**src/discrepancy_pkg.sv**
```systemverilog
/*
  Constants for the dual-channel discrepancy monitor: register map, field
  layout, reset values, pair modes, pair states and tick timing.
  Assumes a 250 MHz system clock and a register port with 32-bit words.
*/
package discrepancy_pkg;

  // Register byte addresses
  localparam logic [7:0] REG_CTRL       = 8'h00;
  localparam logic [7:0] REG_DISC_LIMIT = 8'h04;
  localparam logic [7:0] REG_SYNC_LIMIT = 8'h08;
  localparam logic [7:0] REG_STATUS     = 8'h0c;
  localparam logic [7:0] REG_TIMERS     = 8'h10;

  // Control field positions
  localparam int CTRL_MODE12_LSB = 0;
  localparam int CTRL_MODE34_LSB = 2;
  localparam int CTRL_SHARED12   = 4;
  localparam int CTRL_SHARED34   = 5;
  localparam int CTRL_SYNC_EN    = 6;
  localparam int CTRL_TWO_HAND   = 7;
  localparam int CTRL_WIDTH      = 8;

  // Status field positions
  localparam int STAT_STATE12_LSB = 0;
  localparam int STAT_STATE34_LSB = 3;
  localparam int STAT_DISC12      = 6;
  localparam int STAT_DISC34      = 7;
  localparam int STAT_SYNC_ERR    = 8;
  localparam int STAT_FAULT       = 9;
  localparam int STAT_ENABLE      = 10;
  localparam int STAT_PAIR12_OUT  = 11;
  localparam int STAT_PAIR34_OUT  = 12;

  // Limits are held in ticks of 10 ms; zero means not monitored
  localparam int             LIMIT_WIDTH   = 12;
  localparam logic [11:0]    LIMIT_MAX     = 12'hbb8;
  localparam logic [7:0]     CTRL_RESET    = 8'h00;
  localparam logic [11:0]    LIMIT_RESET   = 12'h000;

  // Evaluation tick: 10 ms step at a 4 ns clock
  localparam longint TICK_PERIOD_NS = 10_000_000;
  localparam longint CLK_PERIOD_NS  = 4;
  localparam int     TICK_CYCLES    = int'(TICK_PERIOD_NS / CLK_PERIOD_NS);

  typedef enum logic [1:0] {
    MODE_SINGLE = 2'h0,
    MODE_EQUIV  = 2'h1,
    MODE_COMPL  = 2'h2
  } pair_mode_t;

  typedef enum logic [1:0] {
    CLS_INACTIVE   = 2'h0,
    CLS_ACTIVE     = 2'h1,
    CLS_DISCREPANT = 2'h2
  } pair_class_t;

  // Gray order along the usual path
  typedef enum logic [2:0] {
    ST_INACTIVE  = 3'h0,
    ST_RISING    = 3'h1,
    ST_ACTIVE    = 3'h3,
    ST_FALLING   = 3'h2,
    ST_ERROR     = 3'h6
  } pair_state_t;

endpackage

```
**src/dual_channel_discrepancy_monitor.sv**
```systemverilog
/*
  Dual-channel discrepancy monitor: evaluates two input pairs as single,
  equivalent or complementary channels, runs a discrepancy timer per pair
  and a synchronization timer between the pairs, and derives fault present
  and output enable. Also holds the plain inverter block.
  Assumes channel pins are asynchronous to clk_in, the inverter source is
  on clk_in, and software uses the one-cycle strobe register port.
*/
// Local design decisions: the plain strobed port and the register offsets.
`timescale 1ns/1ps
`default_nettype none

// Operation
// Equivalent mode: opposite levels past the limit is an error.
// Complementary mode: equal levels past the limit is an error.
// Timer starts at first channel change; expiry without valid state errors.
// Equivalent 00/11 inactive/active, complementary 01/10; others discrepant.
// Single-channel input never runs discrepancy monitoring.
// Latched discrepancy error clears only once the pair is inactive.
// Active is entered only from inactive with the timer unexpired.
// Active, then discrepant, must pass inactive before active again.
// Limit is disabled or 10 ms to 30000 ms in 10 ms steps.
// Configurer picks an enabled limit longer than the scan period.
// Discrepancy error: enable off, fault on, flag of pair 1/2 or 3/4.
// A pair change starts sync timer; other pair must match before expiry.
// Sync holds only while neither pair shows fault or discrepancy.
// Sync expiry sets sync error; fault too unless two-hand variant.
// Fault present goes active on any configured monitoring error.
// Fault present holds output enable inactive.
// Remote status qualifier bits do not feed fault present.
// Inverter output is the complement of its single input.
// Inverter has no fault monitoring and no fault or reset outputs.
// Each block output goes to at most one physical output.
// Active fault forces evaluated outputs to zero; else pair decode.
// One source on both channels: first connection is the result.
// Timers count 10 ms ticks and clear on system reset.
module dual_channel_discrepancy_monitor
  import discrepancy_pkg::*;
#(
  parameter int TICK_COUNT = TICK_CYCLES
) (
  // Clock and reset
  input  wire logic        clk_in,
  input  wire logic        reset_n_in,
  // Register port
  input  wire logic [7:0]  reg_addr_in,
  input  wire logic [31:0] reg_wdata_in,
  input  wire logic        reg_write_in,
  input  wire logic        reg_read_in,
  output logic      [31:0] reg_rdata_out,
  // Safety channels from pins: [0]=1A [1]=1B [2]=2A [3]=2B
  input  wire logic [3:0]  channel_in,
  // Inverter block
  input  wire logic        invert_src_in,
  output logic             invert_out,
  // Evaluation results
  output logic             pair12_out,
  output logic             pair34_out,
  output logic             output_enable_out,
  output logic             fault_present_out,
  output logic             disc_error12_out,
  output logic             disc_error34_out,
  output logic             sync_error_out,
  output logic             tick_out
);

  localparam int TICK_W = $clog2(TICK_COUNT + 1);

  // Pair class from the two channel levels
  function automatic pair_class_t classify(input pair_mode_t mode,
                                           input logic shared,
                                           input logic a,
                                           input logic b);
    pair_class_t cls;
    cls = CLS_INACTIVE;
    // first connection wins
    if (mode == MODE_SINGLE || shared) begin
      cls = a ? CLS_ACTIVE : CLS_INACTIVE;
    end else if (mode == MODE_EQUIV) begin
      // equivalent decode
      if (a == b) begin
        cls = a ? CLS_ACTIVE : CLS_INACTIVE;
      end else begin
        cls = CLS_DISCREPANT;
      end
    end else begin
      // complementary decode
      if (a != b) begin
        cls = a ? CLS_ACTIVE : CLS_INACTIVE;
      end else begin
        cls = CLS_DISCREPANT;
      end
    end
    return cls;
  endfunction

  // Mode code 3 is treated as single channel
  function automatic pair_mode_t mode_of(input logic [1:0] code);
    pair_mode_t m;
    case (code)
      2'h1:    m = MODE_EQUIV;
      2'h2:    m = MODE_COMPL;
      default: m = MODE_SINGLE;
    endcase
    return m;
  endfunction

  // disabled or 1..3000 ticks
  function automatic logic limit_ok(input logic [31:0] value);
    return value[31:LIMIT_WIDTH] == '0 &&
           value[LIMIT_WIDTH-1:0] <= LIMIT_MAX;
  endfunction

  logic [3:0]             sync_meta;
  logic [3:0]             chan;
  logic [CTRL_WIDTH-1:0]  ctrl;
  logic [LIMIT_WIDTH-1:0] disc_limit;
  logic [LIMIT_WIDTH-1:0] sync_limit;
  logic [TICK_W-1:0]      tick_count;
  logic                   tick;
  pair_state_t            state [2];
  pair_state_t            next_state [2];
  logic [LIMIT_WIDTH-1:0] disc_timer [2];
  logic [LIMIT_WIDTH-1:0] sync_timer;
  logic [1:0]             disc_err;
  logic [1:0]             disc_expired;
  logic [1:0]             monitored;
  logic [1:0]             pair_active;
  pair_class_t            cls [2];
  pair_mode_t             mode [2];
  logic                   sync_err;
  logic                   sync_ok;
  logic                   sync_expired;
  logic                   fault;
  logic                   enable;

  // Channel pins are asynchronous: two stages before use
  always_ff @(posedge clk_in or negedge reset_n_in) begin
    if (!reset_n_in) begin
      sync_meta <= 4'h0;
      chan      <= 4'h0;
    end else begin
      sync_meta <= channel_in;
      chan      <= sync_meta;
    end
  end

  // evaluation tick from the system clock
  always_ff @(posedge clk_in or negedge reset_n_in) begin
    if (!reset_n_in) begin
      tick_count <= '0;
      tick       <= 1'b0;
    end else if (tick_count == TICK_W'(TICK_COUNT - 1)) begin
      tick_count <= '0;
      tick       <= 1'b1;
    end else begin
      tick_count <= tick_count + 1'b1;
      tick       <= 1'b0;
    end
  end

  // Configuration writes
  always_ff @(posedge clk_in or negedge reset_n_in) begin
    if (!reset_n_in) begin
      ctrl       <= CTRL_RESET;
      disc_limit <= LIMIT_RESET;
      sync_limit <= LIMIT_RESET;
    end else if (reg_write_in) begin
      case (reg_addr_in)
        REG_CTRL: begin
          ctrl <= reg_wdata_in[CTRL_WIDTH-1:0];
        end
        // out-of-range limits are refused
        REG_DISC_LIMIT: begin
          if (limit_ok(reg_wdata_in)) begin
            disc_limit <= reg_wdata_in[LIMIT_WIDTH-1:0];
          end
        end
        REG_SYNC_LIMIT: begin
          if (limit_ok(reg_wdata_in)) begin
            sync_limit <= reg_wdata_in[LIMIT_WIDTH-1:0];
          end
        end
        default: begin
        end
      endcase
    end
  end

  assign mode[0] = mode_of(ctrl[CTRL_MODE12_LSB +: 2]);
  assign mode[1] = mode_of(ctrl[CTRL_MODE34_LSB +: 2]);
  assign cls[0]  = classify(mode[0], ctrl[CTRL_SHARED12], chan[0], chan[1]);
  assign cls[1]  = classify(mode[1], ctrl[CTRL_SHARED34], chan[2], chan[3]);

  // Per-pair evaluation
  always_comb begin
    for (int p = 0; p < 2; p++) begin
      // single channel or shared source is never monitored
      monitored[p] = mode[p] != MODE_SINGLE && !ctrl[CTRL_SHARED12 + p] &&
                     disc_limit != '0;
      // expiry of a running discrepancy timer
      disc_expired[p] = monitored[p] && disc_timer[p] >= disc_limit &&
                        (state[p] == ST_RISING || state[p] == ST_FALLING);
      next_state[p] = state[p];
      case (state[p])
        ST_INACTIVE: begin
          if (cls[p] == CLS_ACTIVE) begin
            next_state[p] = ST_ACTIVE;
          end else if (cls[p] == CLS_DISCREPANT) begin
            next_state[p] = ST_RISING;
          end
        end
        ST_RISING: begin
          // active only from inactive with timer unexpired
          if (disc_expired[p]) begin
            next_state[p] = ST_ERROR;
          end else if (cls[p] == CLS_ACTIVE) begin
            next_state[p] = ST_ACTIVE;
          end else if (cls[p] == CLS_INACTIVE) begin
            next_state[p] = ST_INACTIVE;
          end
        end
        ST_ACTIVE: begin
          if (cls[p] == CLS_INACTIVE) begin
            next_state[p] = ST_INACTIVE;
          end else if (cls[p] == CLS_DISCREPANT) begin
            next_state[p] = ST_FALLING;
          end
        end
        ST_FALLING: begin
          // back to active levels is not enough
          if (disc_expired[p]) begin
            next_state[p] = ST_ERROR;
          end else if (cls[p] == CLS_INACTIVE) begin
            next_state[p] = ST_INACTIVE;
          end
        end
        ST_ERROR: begin
          // error clears only at inactive
          if (cls[p] == CLS_INACTIVE) begin
            next_state[p] = ST_INACTIVE;
          end
        end
        default: begin
          next_state[p] = ST_ERROR;
        end
      endcase
    end
  end

  always_ff @(posedge clk_in or negedge reset_n_in) begin
    if (!reset_n_in) begin
      state[0] <= ST_INACTIVE;
      state[1] <= ST_INACTIVE;
    end else begin
      state[0] <= next_state[0];
      state[1] <= next_state[1];
    end
  end

  // discrepancy timers run in ticks while a pair is in transit
  always_ff @(posedge clk_in or negedge reset_n_in) begin
    if (!reset_n_in) begin
      disc_timer[0] <= '0;
      disc_timer[1] <= '0;
    end else begin
      for (int p = 0; p < 2; p++) begin
        if (next_state[p] != ST_RISING && next_state[p] != ST_FALLING) begin
          disc_timer[p] <= '0;
        end else if (state[p] == ST_INACTIVE || state[p] == ST_ACTIVE) begin
          disc_timer[p] <= '0;
        end else if (tick && disc_timer[p] != '1) begin
          disc_timer[p] <= disc_timer[p] + 1'b1;
        end
      end
    end
  end

  // error flag of the offending pair
  assign disc_err[0]    = state[0] == ST_ERROR;
  assign disc_err[1]    = state[1] == ST_ERROR;
  assign pair_active[0] = state[0] == ST_ACTIVE;
  assign pair_active[1] = state[1] == ST_ACTIVE;

  // pairs agree and neither is in error
  assign sync_ok = pair_active[0] == pair_active[1] && disc_err == 2'h0 &&
                   (state[0] == ST_INACTIVE || state[0] == ST_ACTIVE) &&
                   (state[1] == ST_INACTIVE || state[1] == ST_ACTIVE);
  assign sync_expired = ctrl[CTRL_SYNC_EN] && sync_limit != '0 &&
                        !sync_ok && sync_timer >= sync_limit;

  // synchronization timer between the pairs
  always_ff @(posedge clk_in or negedge reset_n_in) begin
    if (!reset_n_in) begin
      sync_timer <= '0;
    end else if (sync_ok || !ctrl[CTRL_SYNC_EN]) begin
      sync_timer <= '0;
    end else if (tick && sync_timer != '1) begin
      sync_timer <= sync_timer + 1'b1;
    end
  end

  // latched sync error, cleared once both pairs rest inactive
  always_ff @(posedge clk_in or negedge reset_n_in) begin
    if (!reset_n_in) begin
      sync_err <= 1'b0;
    end else if (sync_expired) begin
      sync_err <= 1'b1;
    end else if (state[0] == ST_INACTIVE && state[1] == ST_INACTIVE) begin
      sync_err <= 1'b0;
    end
  end

  // fault from monitoring checks only
  // two-hand variant keeps sync error out of fault
  assign fault = disc_err[0] || disc_err[1] ||
                 (sync_err && !ctrl[CTRL_TWO_HAND]);

  // fault forces the enable low
  always_comb begin
    if (fault) begin
      enable = 1'b0;
    end else if (ctrl[CTRL_SYNC_EN]) begin
      enable = pair_active[0] && pair_active[1] && !sync_err;
    end else begin
      enable = pair_active[0];
    end
  end

  // registered outputs
  always_ff @(posedge clk_in or negedge reset_n_in) begin
    if (!reset_n_in) begin
      pair12_out        <= 1'b0;
      pair34_out        <= 1'b0;
      output_enable_out <= 1'b0;
      fault_present_out <= 1'b0;
      disc_error12_out  <= 1'b0;
      disc_error34_out  <= 1'b0;
      sync_error_out    <= 1'b0;
      tick_out          <= 1'b0;
    end else begin
      pair12_out        <= pair_active[0] && !fault;
      pair34_out        <= pair_active[1] && !fault;
      output_enable_out <= enable;
      fault_present_out <= fault;
      disc_error12_out  <= disc_err[0];
      disc_error34_out  <= disc_err[1];
      sync_error_out    <= sync_err;
      tick_out          <= tick;
    end
  end

  // plain inverter, no monitoring
  always_ff @(posedge clk_in or negedge reset_n_in) begin
    if (!reset_n_in) begin
      invert_out <= 1'b1;
    end else begin
      invert_out <= !invert_src_in;
    end
  end

  // Read data valid only in the cycle after the read strobe
  always_ff @(posedge clk_in or negedge reset_n_in) begin
    if (!reset_n_in) begin
      reg_rdata_out <= 32'h0000_0000;
    end else if (reg_read_in) begin
      reg_rdata_out <= 32'h0000_0000;
      case (reg_addr_in)
        REG_CTRL: begin
          reg_rdata_out[CTRL_WIDTH-1:0] <= ctrl;
        end
        REG_DISC_LIMIT: begin
          reg_rdata_out[LIMIT_WIDTH-1:0] <= disc_limit;
        end
        REG_SYNC_LIMIT: begin
          reg_rdata_out[LIMIT_WIDTH-1:0] <= sync_limit;
        end
        REG_STATUS: begin
          reg_rdata_out[STAT_STATE12_LSB +: 3] <= state[0];
          reg_rdata_out[STAT_STATE34_LSB +: 3] <= state[1];
          reg_rdata_out[STAT_DISC12]           <= disc_err[0];
          reg_rdata_out[STAT_DISC34]           <= disc_err[1];
          reg_rdata_out[STAT_SYNC_ERR]         <= sync_err;
          reg_rdata_out[STAT_FAULT]            <= fault;
          reg_rdata_out[STAT_ENABLE]           <= enable;
          reg_rdata_out[STAT_PAIR12_OUT]       <= pair_active[0] && !fault;
          reg_rdata_out[STAT_PAIR34_OUT]       <= pair_active[1] && !fault;
        end
        REG_TIMERS: begin
          reg_rdata_out[LIMIT_WIDTH-1:0]      <= disc_timer[0];
          reg_rdata_out[16 +: LIMIT_WIDTH]    <= disc_timer[1];
        end
        default: begin
        end
      endcase
    end else begin
      reg_rdata_out <= 32'h0000_0000;
    end
  end

endmodule // dual_channel_discrepancy_monitor

`default_nettype wire

```
**config.mk**
```make
export PLATFORM = sky130hd
export DESIGN_NAME = dual_channel_discrepancy_monitor
export DESIGN_NICKNAME = d
export VERILOG_FILES = /design/src/discrepancy_pkg.sv /design/src/dual_channel_discrepancy_monitor.sv
export SDC_FILE = /design/constraint.sdc
export NUM_CORES = 1
export LEC_CHECK = 0
export BUFFER_PORTS_ARGS = -buffer_cell sky130_fd_sc_hd__buf_2
export CORE_MARGIN = 4
export CORE_UTILIZATION = 40
export CTS_CLUSTER_DIAMETER = 150
export DETAILED_ROUTE_END_ITERATION = 6
export GPL_TIMING_DRIVEN = 0
export HOLD_SLACK_MARGIN = 0.08
export PLACE_DENSITY = 0.56
export SYNTH_ARGS = -nofsm -noshare
export SYNTH_HDL_FRONTEND = slang
export SYNTH_SLANG_ARGS = --single-unit
```
**constraint.sdc**
```tcl
create_clock -name clk_in -period 3.1 [get_ports clk_in]
set_clock_uncertainty 0.05 [all_clocks]
set_input_delay 0.62 -clock clk_in [delete_from_list [all_inputs] [get_ports clk_in]]
set_output_delay 0.62 -clock clk_in [all_outputs]
set_load 0.005 [all_outputs]
```
* Word-level counts from Yosys, hierarchy flattened
Index checks and enable logic that the tools add are counted.
Storage, ports and cells: register bits 147, input bits 49, word-level logic and storage cells 178
Operators by class: $add $sub $neg 4, $lt $le $gt $ge 4, equal/unequal tests 35, multiplexer cells 49, reduce and logical (&&, ||, !) cells 63
Operator list (count):
- 2-to-1 mux 12 bit | 9
- 2-to-1 mux 3 bit | 16
- case mux 8 bit (5 select lines) | 1
- adder 12 x 1 -> 12 bit (second input constant) | 3
- greater-or-equal comparator 12 bit | 3
- != test 12 bit (second input constant) | 3
- case mux 3 bit (5 select lines) | 2
- 2-to-1 mux 28 bit | 1
- logical AND 1 bit | 26
- nonzero test 12 bit | 2
- adder 22 x 1 -> 22 bit (second input constant) | 1
- equality test 22 bit (second input constant) | 1
- 2-to-1 mux 22 bit | 1
- logical NOT 20 bit | 1
- equality test 8 x 4 -> 1 bit (second input constant) | 2
- 2-to-1 mux 2 bit | 8
- case mux 4 bit (4 select lines) | 1
- equality test 2 x 1 -> 1 bit (second input constant) | 6
- equality test 3 x 2 -> 1 bit (second input constant) | 4
- <= comparator 12 bit (second input constant) | 1
- logical NOT 2 bit | 5
- logical OR 1 bit | 9
- equality test 2 bit (second input constant) | 4
- equality test 8 x 3 -> 1 bit (second input constant) | 1
- other kinds (16) | 44

* Logic depth before layout (Yosys ltp)
Gate-level depths: netlist (run 1).
depth in word-level cells 13, gate-level depth with buffers 12, gate-level depth less buffers 10

* Worst setup path after synthesis (run 1)
OpenSTA, ideal clock, no wires.
path type register to register, start register disc_timer[21] in the netlist's numbering, end register disc_timer[12] in the netlist's numbering, arrival time 2.365 ns, required time 2.908 ns, slack 0.543 ns, cell stages (with the launch flop) 11, path buffers 1, period minus slack after synthesis 2.557 ns, cells stage by stage dfrtp_1 ha_1 and4_1 a21oi_1 o211ai_1 o2111ai_1 o21ai_0 a211oi_2 xor2_1 buf_6 nor3_2
On the way: word-level cells in the longest chain between the ends 8, elaborated cells on any way between the ends 13, classes of those cells order compare (1); eq/ne (3); mux (4); reduce/logical (5)
RTL lines:
- start: declaration | RTL line dual_channel_discrepancy_monitor.sv:123 | logic [LIMIT_WIDTH-1:0] disc_timer [2];
- start signal: indexed assignment | RTL line dual_channel_discrepancy_monitor.sv:273 | disc_timer[p] <= disc_timer[p] + 1'b1;
- greater-or-equal comparator 12 bit | RTL line dual_channel_discrepancy_monitor.sv:202 | disc_expired[p] = monitored[p] && disc_timer[p] >= disc_limit &&
- logical AND 1 bit (2 in series) | RTL line dual_channel_discrepancy_monitor.sv:202
- 2-to-1 mux 3 bit (on tied branches) | RTL line dual_channel_discrepancy_monitor.sv:232, dual_channel_discrepancy_monitor.sv:215
- case mux 3 bit (5 select lines) | RTL line dual_channel_discrepancy_monitor.sv:205 | case (state[p])
- != test 3 x 1 -> 1 bit / != test 3 x 2 -> 1 bit (equally long branches) | RTL line dual_channel_discrepancy_monitor.sv:268 | if (next_state[p] != ST_RISING && next_state[p] != ST_FALLING) begin
- logical AND 1 bit | RTL line dual_channel_discrepancy_monitor.sv:268
- nonzero test 3 bit (no source line) / 2-to-1 mux 12 bit (equally long branches)
Parallel ways exist; a longest one is shown, timed or not. A chain may end at the register's enable or synchronous reset.

* Final worst setup path (run 1)
start register disc_limit[10], end register disc_timer[14] in the netlist's numbering
On the way: word-level cells in the longest chain between the ends 9, elaborated cells on any way between the ends 13, classes of those cells order compare (1); eq/ne (2); mux (4); reduce/logical (6)
RTL lines:
- start: declaration | RTL line dual_channel_discrepancy_monitor.sv:117 | logic [LIMIT_WIDTH-1:0] disc_limit;
- start signal: assignment | RTL line dual_channel_discrepancy_monitor.sv:176 | disc_limit <= reg_wdata_in[LIMIT_WIDTH-1:0];
- parallel branches: the longest is 2 deep, another holds greater-or-equal comparator 12 bit
- logical AND 1 bit (*) (2 in series) | RTL line dual_channel_discrepancy_monitor.sv:202
- 2-to-1 mux 3 bit (on tied branches) | RTL line dual_channel_discrepancy_monitor.sv:232, dual_channel_discrepancy_monitor.sv:215
- case mux 3 bit (5 select lines) (*) | RTL line dual_channel_discrepancy_monitor.sv:205
- != test 3 x 1 -> 1 bit / != test 3 x 2 -> 1 bit (equally long branches) | RTL line dual_channel_discrepancy_monitor.sv:268
- logical AND 1 bit (*) | RTL line dual_channel_discrepancy_monitor.sv:268
- nonzero test 3 bit (no source line) / 2-to-1 mux 12 bit (equally long branches)
Every way passes the cells marked *.

==> reports/results.txt, run 1 <==
Skew-Pair Late Insertion Delay - 0.43 ns
Die area - 20700 µm²
CTS tree - built
VDD IR-drop max - 0.380 mV
Post-synthesis compound-gate area fraction - 10.6%
DP HPWL - 14000 µm
First-pass DRT Iterations - 5
Count leader, synth - dfrtp_1
Synth area leaders - dfrtp_1 (47%), ha_1 (8.0%), xor2_1 (3.8%)
Synth Area per Inst - 10.4 µm²
CTS max path bufs - 2
Most frequent cells after synthesis - dfrtp_1 (139), nor2_1 (65), ha_1 (47), nand2_1 (42), inv_1 (40)
# hold bufs at CTS - 0
Worst-Margin Slew - 0.999 ns
CTS sink count - 140
Simple-Gate Fraction of Synth Area - 17.9%
Required time worst endpoint - 3.37 ns
Layout fillers - 1684
Setup WS pre-CTS - -0.166 ns
Initial DRC count - 361
Mux cell area share after synthesis - 5.84%
Mapped Cells - 706
Yosys top cell by area - dfrtp_1
Yosys warnings - 0
Clock transition at path regs - 0.06 ns
Number of enable flip-flop cells after synthesis - 0
Hold WS - 0.0855 ns
Endpoints failing hold - 0
Final worst path period share - 95.8%
Antenna violations before repair - 0
Mean number of vias per cell - 5.43
MaxCap Viol Count - 0
Die H - 144 µm
Setup WS post-layout - 0.131 ns
Clk root buf - clkbuf_16
R2R depth - 11
Status - finished clean
Max Clk Rate - 337 MHz
Maximum number of pins on one net before global-route repair - 92
Crit-path max FO - 5
Critical Path Sink Type - register
Register area share after synthesis - 47.5%
RSZ-0062 raised after global routing - false
Main synth FF type - dfrtp_1
Row count - 49
Number of global-route vias before repair - 5816
Total track usage - 19.3%
IO Pins - 90
Post-synth top area share - 47.2%
Hold Path Class - input port to asynchronous set/reset pin
Adder-cell share of the synthesized area - 7.98%
Global-route wire length before repair - 31000 µm
Diode count - 0
Pleak - 4.18 nW
Fin nets - 913
Min Tclk post-route - 2.97 ns
Xor/xnor cell area share of the yosys netlist - 6.18%
Startpoint Class - register
Final GP Congestion - 0.944
FF-to-FF Start - disc_limit[10]
Initial Util - 40.9%
Post-Syn Area - 7370 µm²
DRC errors left - 0
Crit path kind - register to register
Num CTS Buffers - 17
Wire per inst - 17.8 µm
Largest family of logic cells by synthesized area - simple AND/OR/NAND/NOR gates
Worst Setup SP - disc_limit[10]
CORE AREA - 18000 µm²
Final Slew Violations - 0
Grt total ovfl - 0
Yosys reg bits - 140
Post-synthesis cell type count - 57
ANT nets after route - 0
Clock H-tree levels - 4
P&R area growth vs syn - 19.9%
Detailed Route WL - 18900 µm
Core Util, Final - 49.0%
Slew HR - 32.9%
Vias - 5754
Post-layout total power - 4.80 mW
Layout cells sized above 1 - 21.6%
Setup_tns - 0 ns
Port Buffer Count - 82
Setup violations, final - 0
Share of flip-flops with an asynchronous set or reset - 100%
Die Wd - 144 µm
PD cells - 544 nW/µm²
Crit path DAT - 3.24 ns
metrics by stage:
stage | cells | area [µm²]
floorplan | 712 | 7390
global placement | 1023 | 8090
detailed placement | 1024 | 8120
CTS | 1056 | 8800
global route | 1059 | 8830
finish | 1059 | 8830
cells in the final DEF (no fill, tap or decap), types with 5 or more instances in the layout:
master	netlist	routed
a211oi_1	7	7
buf_4	7	10
conb_1	1	7
xnor2_1	20	20
and3_1	24	24
xor2_1	32	31
nor2_1	65	65
inv_1	40	40
dfrtp_1	139	137
nand4_1	18	18
o21ai_0	16	15
nor3_1	9	9
ha_1	47	47
buf_2	4	85
nor2b_1	6	6
nand2_1	42	42
nand3_1	28	28
a222oi_1	12	12
bufinv_16	0	5
mux2_1	10	10
clkbuf_16	0	17
a22oi_1	8	8
a21oi_1	36	35
nor4_1	14	14
a21o_1	10	10
clkbuf_1	13	12
mux2_2	22	22
nor3_2	10	10
metal layers:
metal | GRT usage, % | part of all wire (%) | vias to the layer above
met3 | 4.56 | 5.6 | 31
met4 | 6.99 | 2.1 | 0
met2 | 30.9 | 48 | 171
met5 | 0 | 0 | -
met1 | 25.7 | 44 | 2809
li1 | - | - | 2743
what timing repair did:
action | CTS | global route
buffers inserted | 0 | 3
cloned | 0 | 0
gates resized for setup | 3 | 8
pin swaps | 0 | 2
setup endpoints to repair | 21 | 22
worst paths after layout:
kind	slack (ns)	end
max	0.13	disc_timer[14]
min	0.09	reg_rdata_out[21]
max reg2reg	0.13	disc_timer[14]
min reg2reg	0.30	chan[1]
max in group asynchronous	2.08	invert_out
min in group clk_in	0.24	invert_out
report_power, final:
| part | internal, mW | switching (mW) | leakage [nW] |
|---|---|---|---|
| Clock | 1.49 | 0.790 | 0.319 |
| Combinational | 0.226 | 0.414 | 1.96 |
| Sequential | 1.87 | 0.0187 | 1.91 |
| Total | 3.58 | 1.22 | 4.18 |
cells by family (layout without fill, tap and decap cells):
logic type / count (synthesis) / in the layout
AO/OA/AOI/OAI: 115 / 115
AND/OR/NAND/NOR: 247 / 247
buffers and inverters: 66 / 184
other: 1 / 7
XOR/XNOR: 52 / 52
adder cells (fa/ha/maj): 47 / 47
flip-flops: 140 / 140
multiplexers: 38 / 38
critical path, cell delays in order, from the launching register on:
cell and delay, ns:
dfrtp_1 0.43, inv_1 0.10, ha_1 0.31, and4_1 0.24, a21oi_1 0.15, o211ai_1 0.17, o2111ai_2 0.32, o21ai_0 0.17
a211oi_2 0.32, xor2_2 0.17, buf_4 0.16, nor4_1 0.26
state kept, by name, summed over array words and instances (netlist names), 4 cells and up:
signal / cells
reg_rdata_out: 25
chan: 4
sync_limit: 12
sync_meta: 4
sync_timer: 12
tick_count: 22
disc_limit: 12
ctrl: 8
state: 6
disc_timer: 24
area by class of cell:
type                       instances  area [µm²]  area share, %
inverter                          40         150           1.70
clock inverter                    11         189           2.14
buffer                            26         146           1.66
sequential                       140        3510           39.7
multi-input combinational        506        3620           41.0
clock buffer                      21         470           5.33
tap                              229         287           3.24
timing repair buffer              86         467           5.28
Power figures use the tool's default switching activity.
==> inputs of run 2 (changes only) <==
Settings changed: BUFFER_PORTS_ARGS -buffer_cell sky130_fd_sc_hd__buf_2 to -buffer_cell sky130_fd_sc_hd__buf_4, TNS_END_PERCENT set to 10.
==> run 2 against run 1 <==
Effect of this change: the run now ends with DRC left; critical path type unchanged; register-to-register slack improved by 0.06 ns; die area unchanged; wire length up 2.3%; maximum frequency up 2.0%.
==> reports/results.txt, run 2 (synthesis gave the netlist of run 1 again) <==
Crit path kind - register to register
Layout cells sized above 1 - 20.8% (-0.77 points)
Antenna violations before repair - 0 (unchanged)
Row count - 49 (unchanged)
Worst-Margin Slew - 1.05 ns (+0.0536 ns)
Largest Register - reg_rdata_out
Crit path DAT - 3.15 ns (-0.09 ns)
VDD IR-drop max - 0.410 mV (+8.0%)
Port Buffer Count - 82 (unchanged)
Startpoint Class - register
Most frequent cells in the layout - dfrtp_1 (137), buf_4 (88), nor2_1 (65), ha_1 (47), nand2_1 (42)
Grt total ovfl - 0 (unchanged)
Largest registers - reg_rdata_out (25), disc_timer (24), tick_count (22)
First-pass DRT Iterations - 7 (+2)
Hold Path Class - input port to asynchronous set/reset pin
Die H - 144 µm (unchanged)
Maximum number of pins on one net before global-route repair - 88 (-4.3%)
Final Slew Violations - 0 (unchanged)
Initial DRC count - 555 (+54%)
R2R depth - 8 (-3)
Number of global-route vias before repair - 5827 (+0.19%)
ANT nets after route - 0 (unchanged)
MaxCap Viol Count - 0 (unchanged)
RSZ-0062 raised after global routing - false
CTS max path bufs - 2 (unchanged)
PD cells - 514 nW/µm² (-5.6%)
Crit-path max FO - 10 (+5)
Critical Path Sink Type - register
Total track usage - 19.1% (-0.17 points)
CORE AREA - 18000 µm² (unchanged)
Initial Util - 40.9% (unchanged)
Setup WS post-layout - 0.191 ns (+0.0593 ns)
DRC errors left - 5 (+5)
Fin nets - 910 (-0.33%)
Setup violations, final - 0 (unchanged)
CTS tree - built
Met2 GRT Util - 31.3% (+0.32 points)
GRT Max-Usage Layer - met2
Post-layout total power - 4.59 mW (-4.4%)
Slew HR - 29.2% (-3.6 points)
Diode count - 0 (unchanged)
Endpoints failing hold - 0 (unchanged)
Most common library cell in the layout ignoring fill and taps - dfrtp_1
Pleak - 4.17 nW (-0.23%)
Failing checks - DRC
Num CTS Buffers - 17 (unchanged)
Detailed Route WL - 19300 µm (+2.3%)
Clk root buf - clkbuf_16
Status - finished, violations left
Min Tclk post-route - 2.91 ns (-0.0593 ns)
P&R area growth vs syn - 21.3%
Die area - 20700 µm² (unchanged)
Setup WS pre-CTS - -0.146 ns (+0.0200 ns)
DP HPWL - 14400 µm (+2.7%)
Met3 usage - 4.66% (+0.10 points)
CTS sink count - 140 (unchanged)
IO Pins - 90 (unchanged)
Final worst path period share - 93.9% (-1.9 points)
Required time worst endpoint - 3.34 ns (-0.03 ns)
Final GP Congestion - 0.935 (-0.97%)
Skew-Pair Late Insertion Delay - 0.42 ns (about the same)
Die Wd - 144 µm (unchanged)
Clock H-tree levels - 4 (unchanged)
Mean number of vias per cell - 5.51 (+1.4%)
Largest register FFs - 25 (unchanged)
Wire per inst - 18.3 µm (+2.6%)
Global-route wire length before repair - 30700 µm (-0.94%)
Clock transition at path regs - 0.06 ns (about the same)
Max Clk Rate - 344 MHz (+2.0%)
Vias - 5819 (+1.1%)
Routing usage on met1 - 25.6% (-0.065 points)
run 2: layout make-up:
type | instances | area [µm²]
fill | 1690 | 9090
multi-input combinational | 506 | 3610
sequential | 140 | 3510
timing repair buffer | 83 | 647
clock buffer | 20 | 447
tap | 229 | 287
inverter | 40 | 150
clock inverter | 12 | 148
buffer | 26 | 145
run 2: what timing repair did:
action,4_1_cts,5_1_grt
hold buffers,0,0
cloned,0,0
pin swaps,0,2
endpoints found under the setup margin,10,21
setup buffers,0,0
endpoints found under the hold margin,0,0
resized for setup,2,6
run 2: per-layer routing:
metal  wire (µm)  share of wire, %
met5           0                 0
met4         277               1.4
met3        1250               6.5
met2        9390                49
met1        8390                43
run 2: worst max-delay path: stages, from the launching register on:
cell	delay, ns
dfrtp_1	0.35
clkbuf_1	0.38
nand3b_1	0.26
inv_1	0.11
ha_1	0.22
or4_1	0.48
o21ai_1	0.43
clkbuf_1	0.38
nor2_1	0.11
run 2: final timing paths:
kind                                          end  slack [ns]     startpoint
worst max-delay path                sync_timer[2]        0.19       state[3]
worst min-delay path            reg_rdata_out[22]         0.1     reset_n_in
worst max register to register      sync_timer[2]        0.19       state[3]
worst min register to register            chan[0]        0.30   sync_meta[0]
max in group asynchronous          disc_limit[11]        2.06     reset_n_in
min in group clk_in                    invert_out        0.25  invert_src_in
run 2: power by group:
part	total [mW]	switching (mW)	leakage (nW)	internal [mW]
clock	2.05	0.774	0.290	1.28
combinational	0.652	0.424	1.98	0.228
sequential	1.89	0.0188	1.91	1.87
total	4.59	1.22	4.17	3.37
run 2: stage by stage:
stage          instance area (µm²)  instances  setup TNS, ns  utilization (%)  hold WS (ns)
6_report                      8940       1056              0             49.6        0.0968
3_5_place_dp                  8330       1024          -1.38             46.2         0.287
3_3_place_gp                  8300       1023         -0.566             46.0         0.284
4_1_cts                       8930       1056              0             49.6         0.122
2_1_floorplan                 7390        712              0                -         0.274
5_1_grt                       8940       1056              0             49.6         0.132
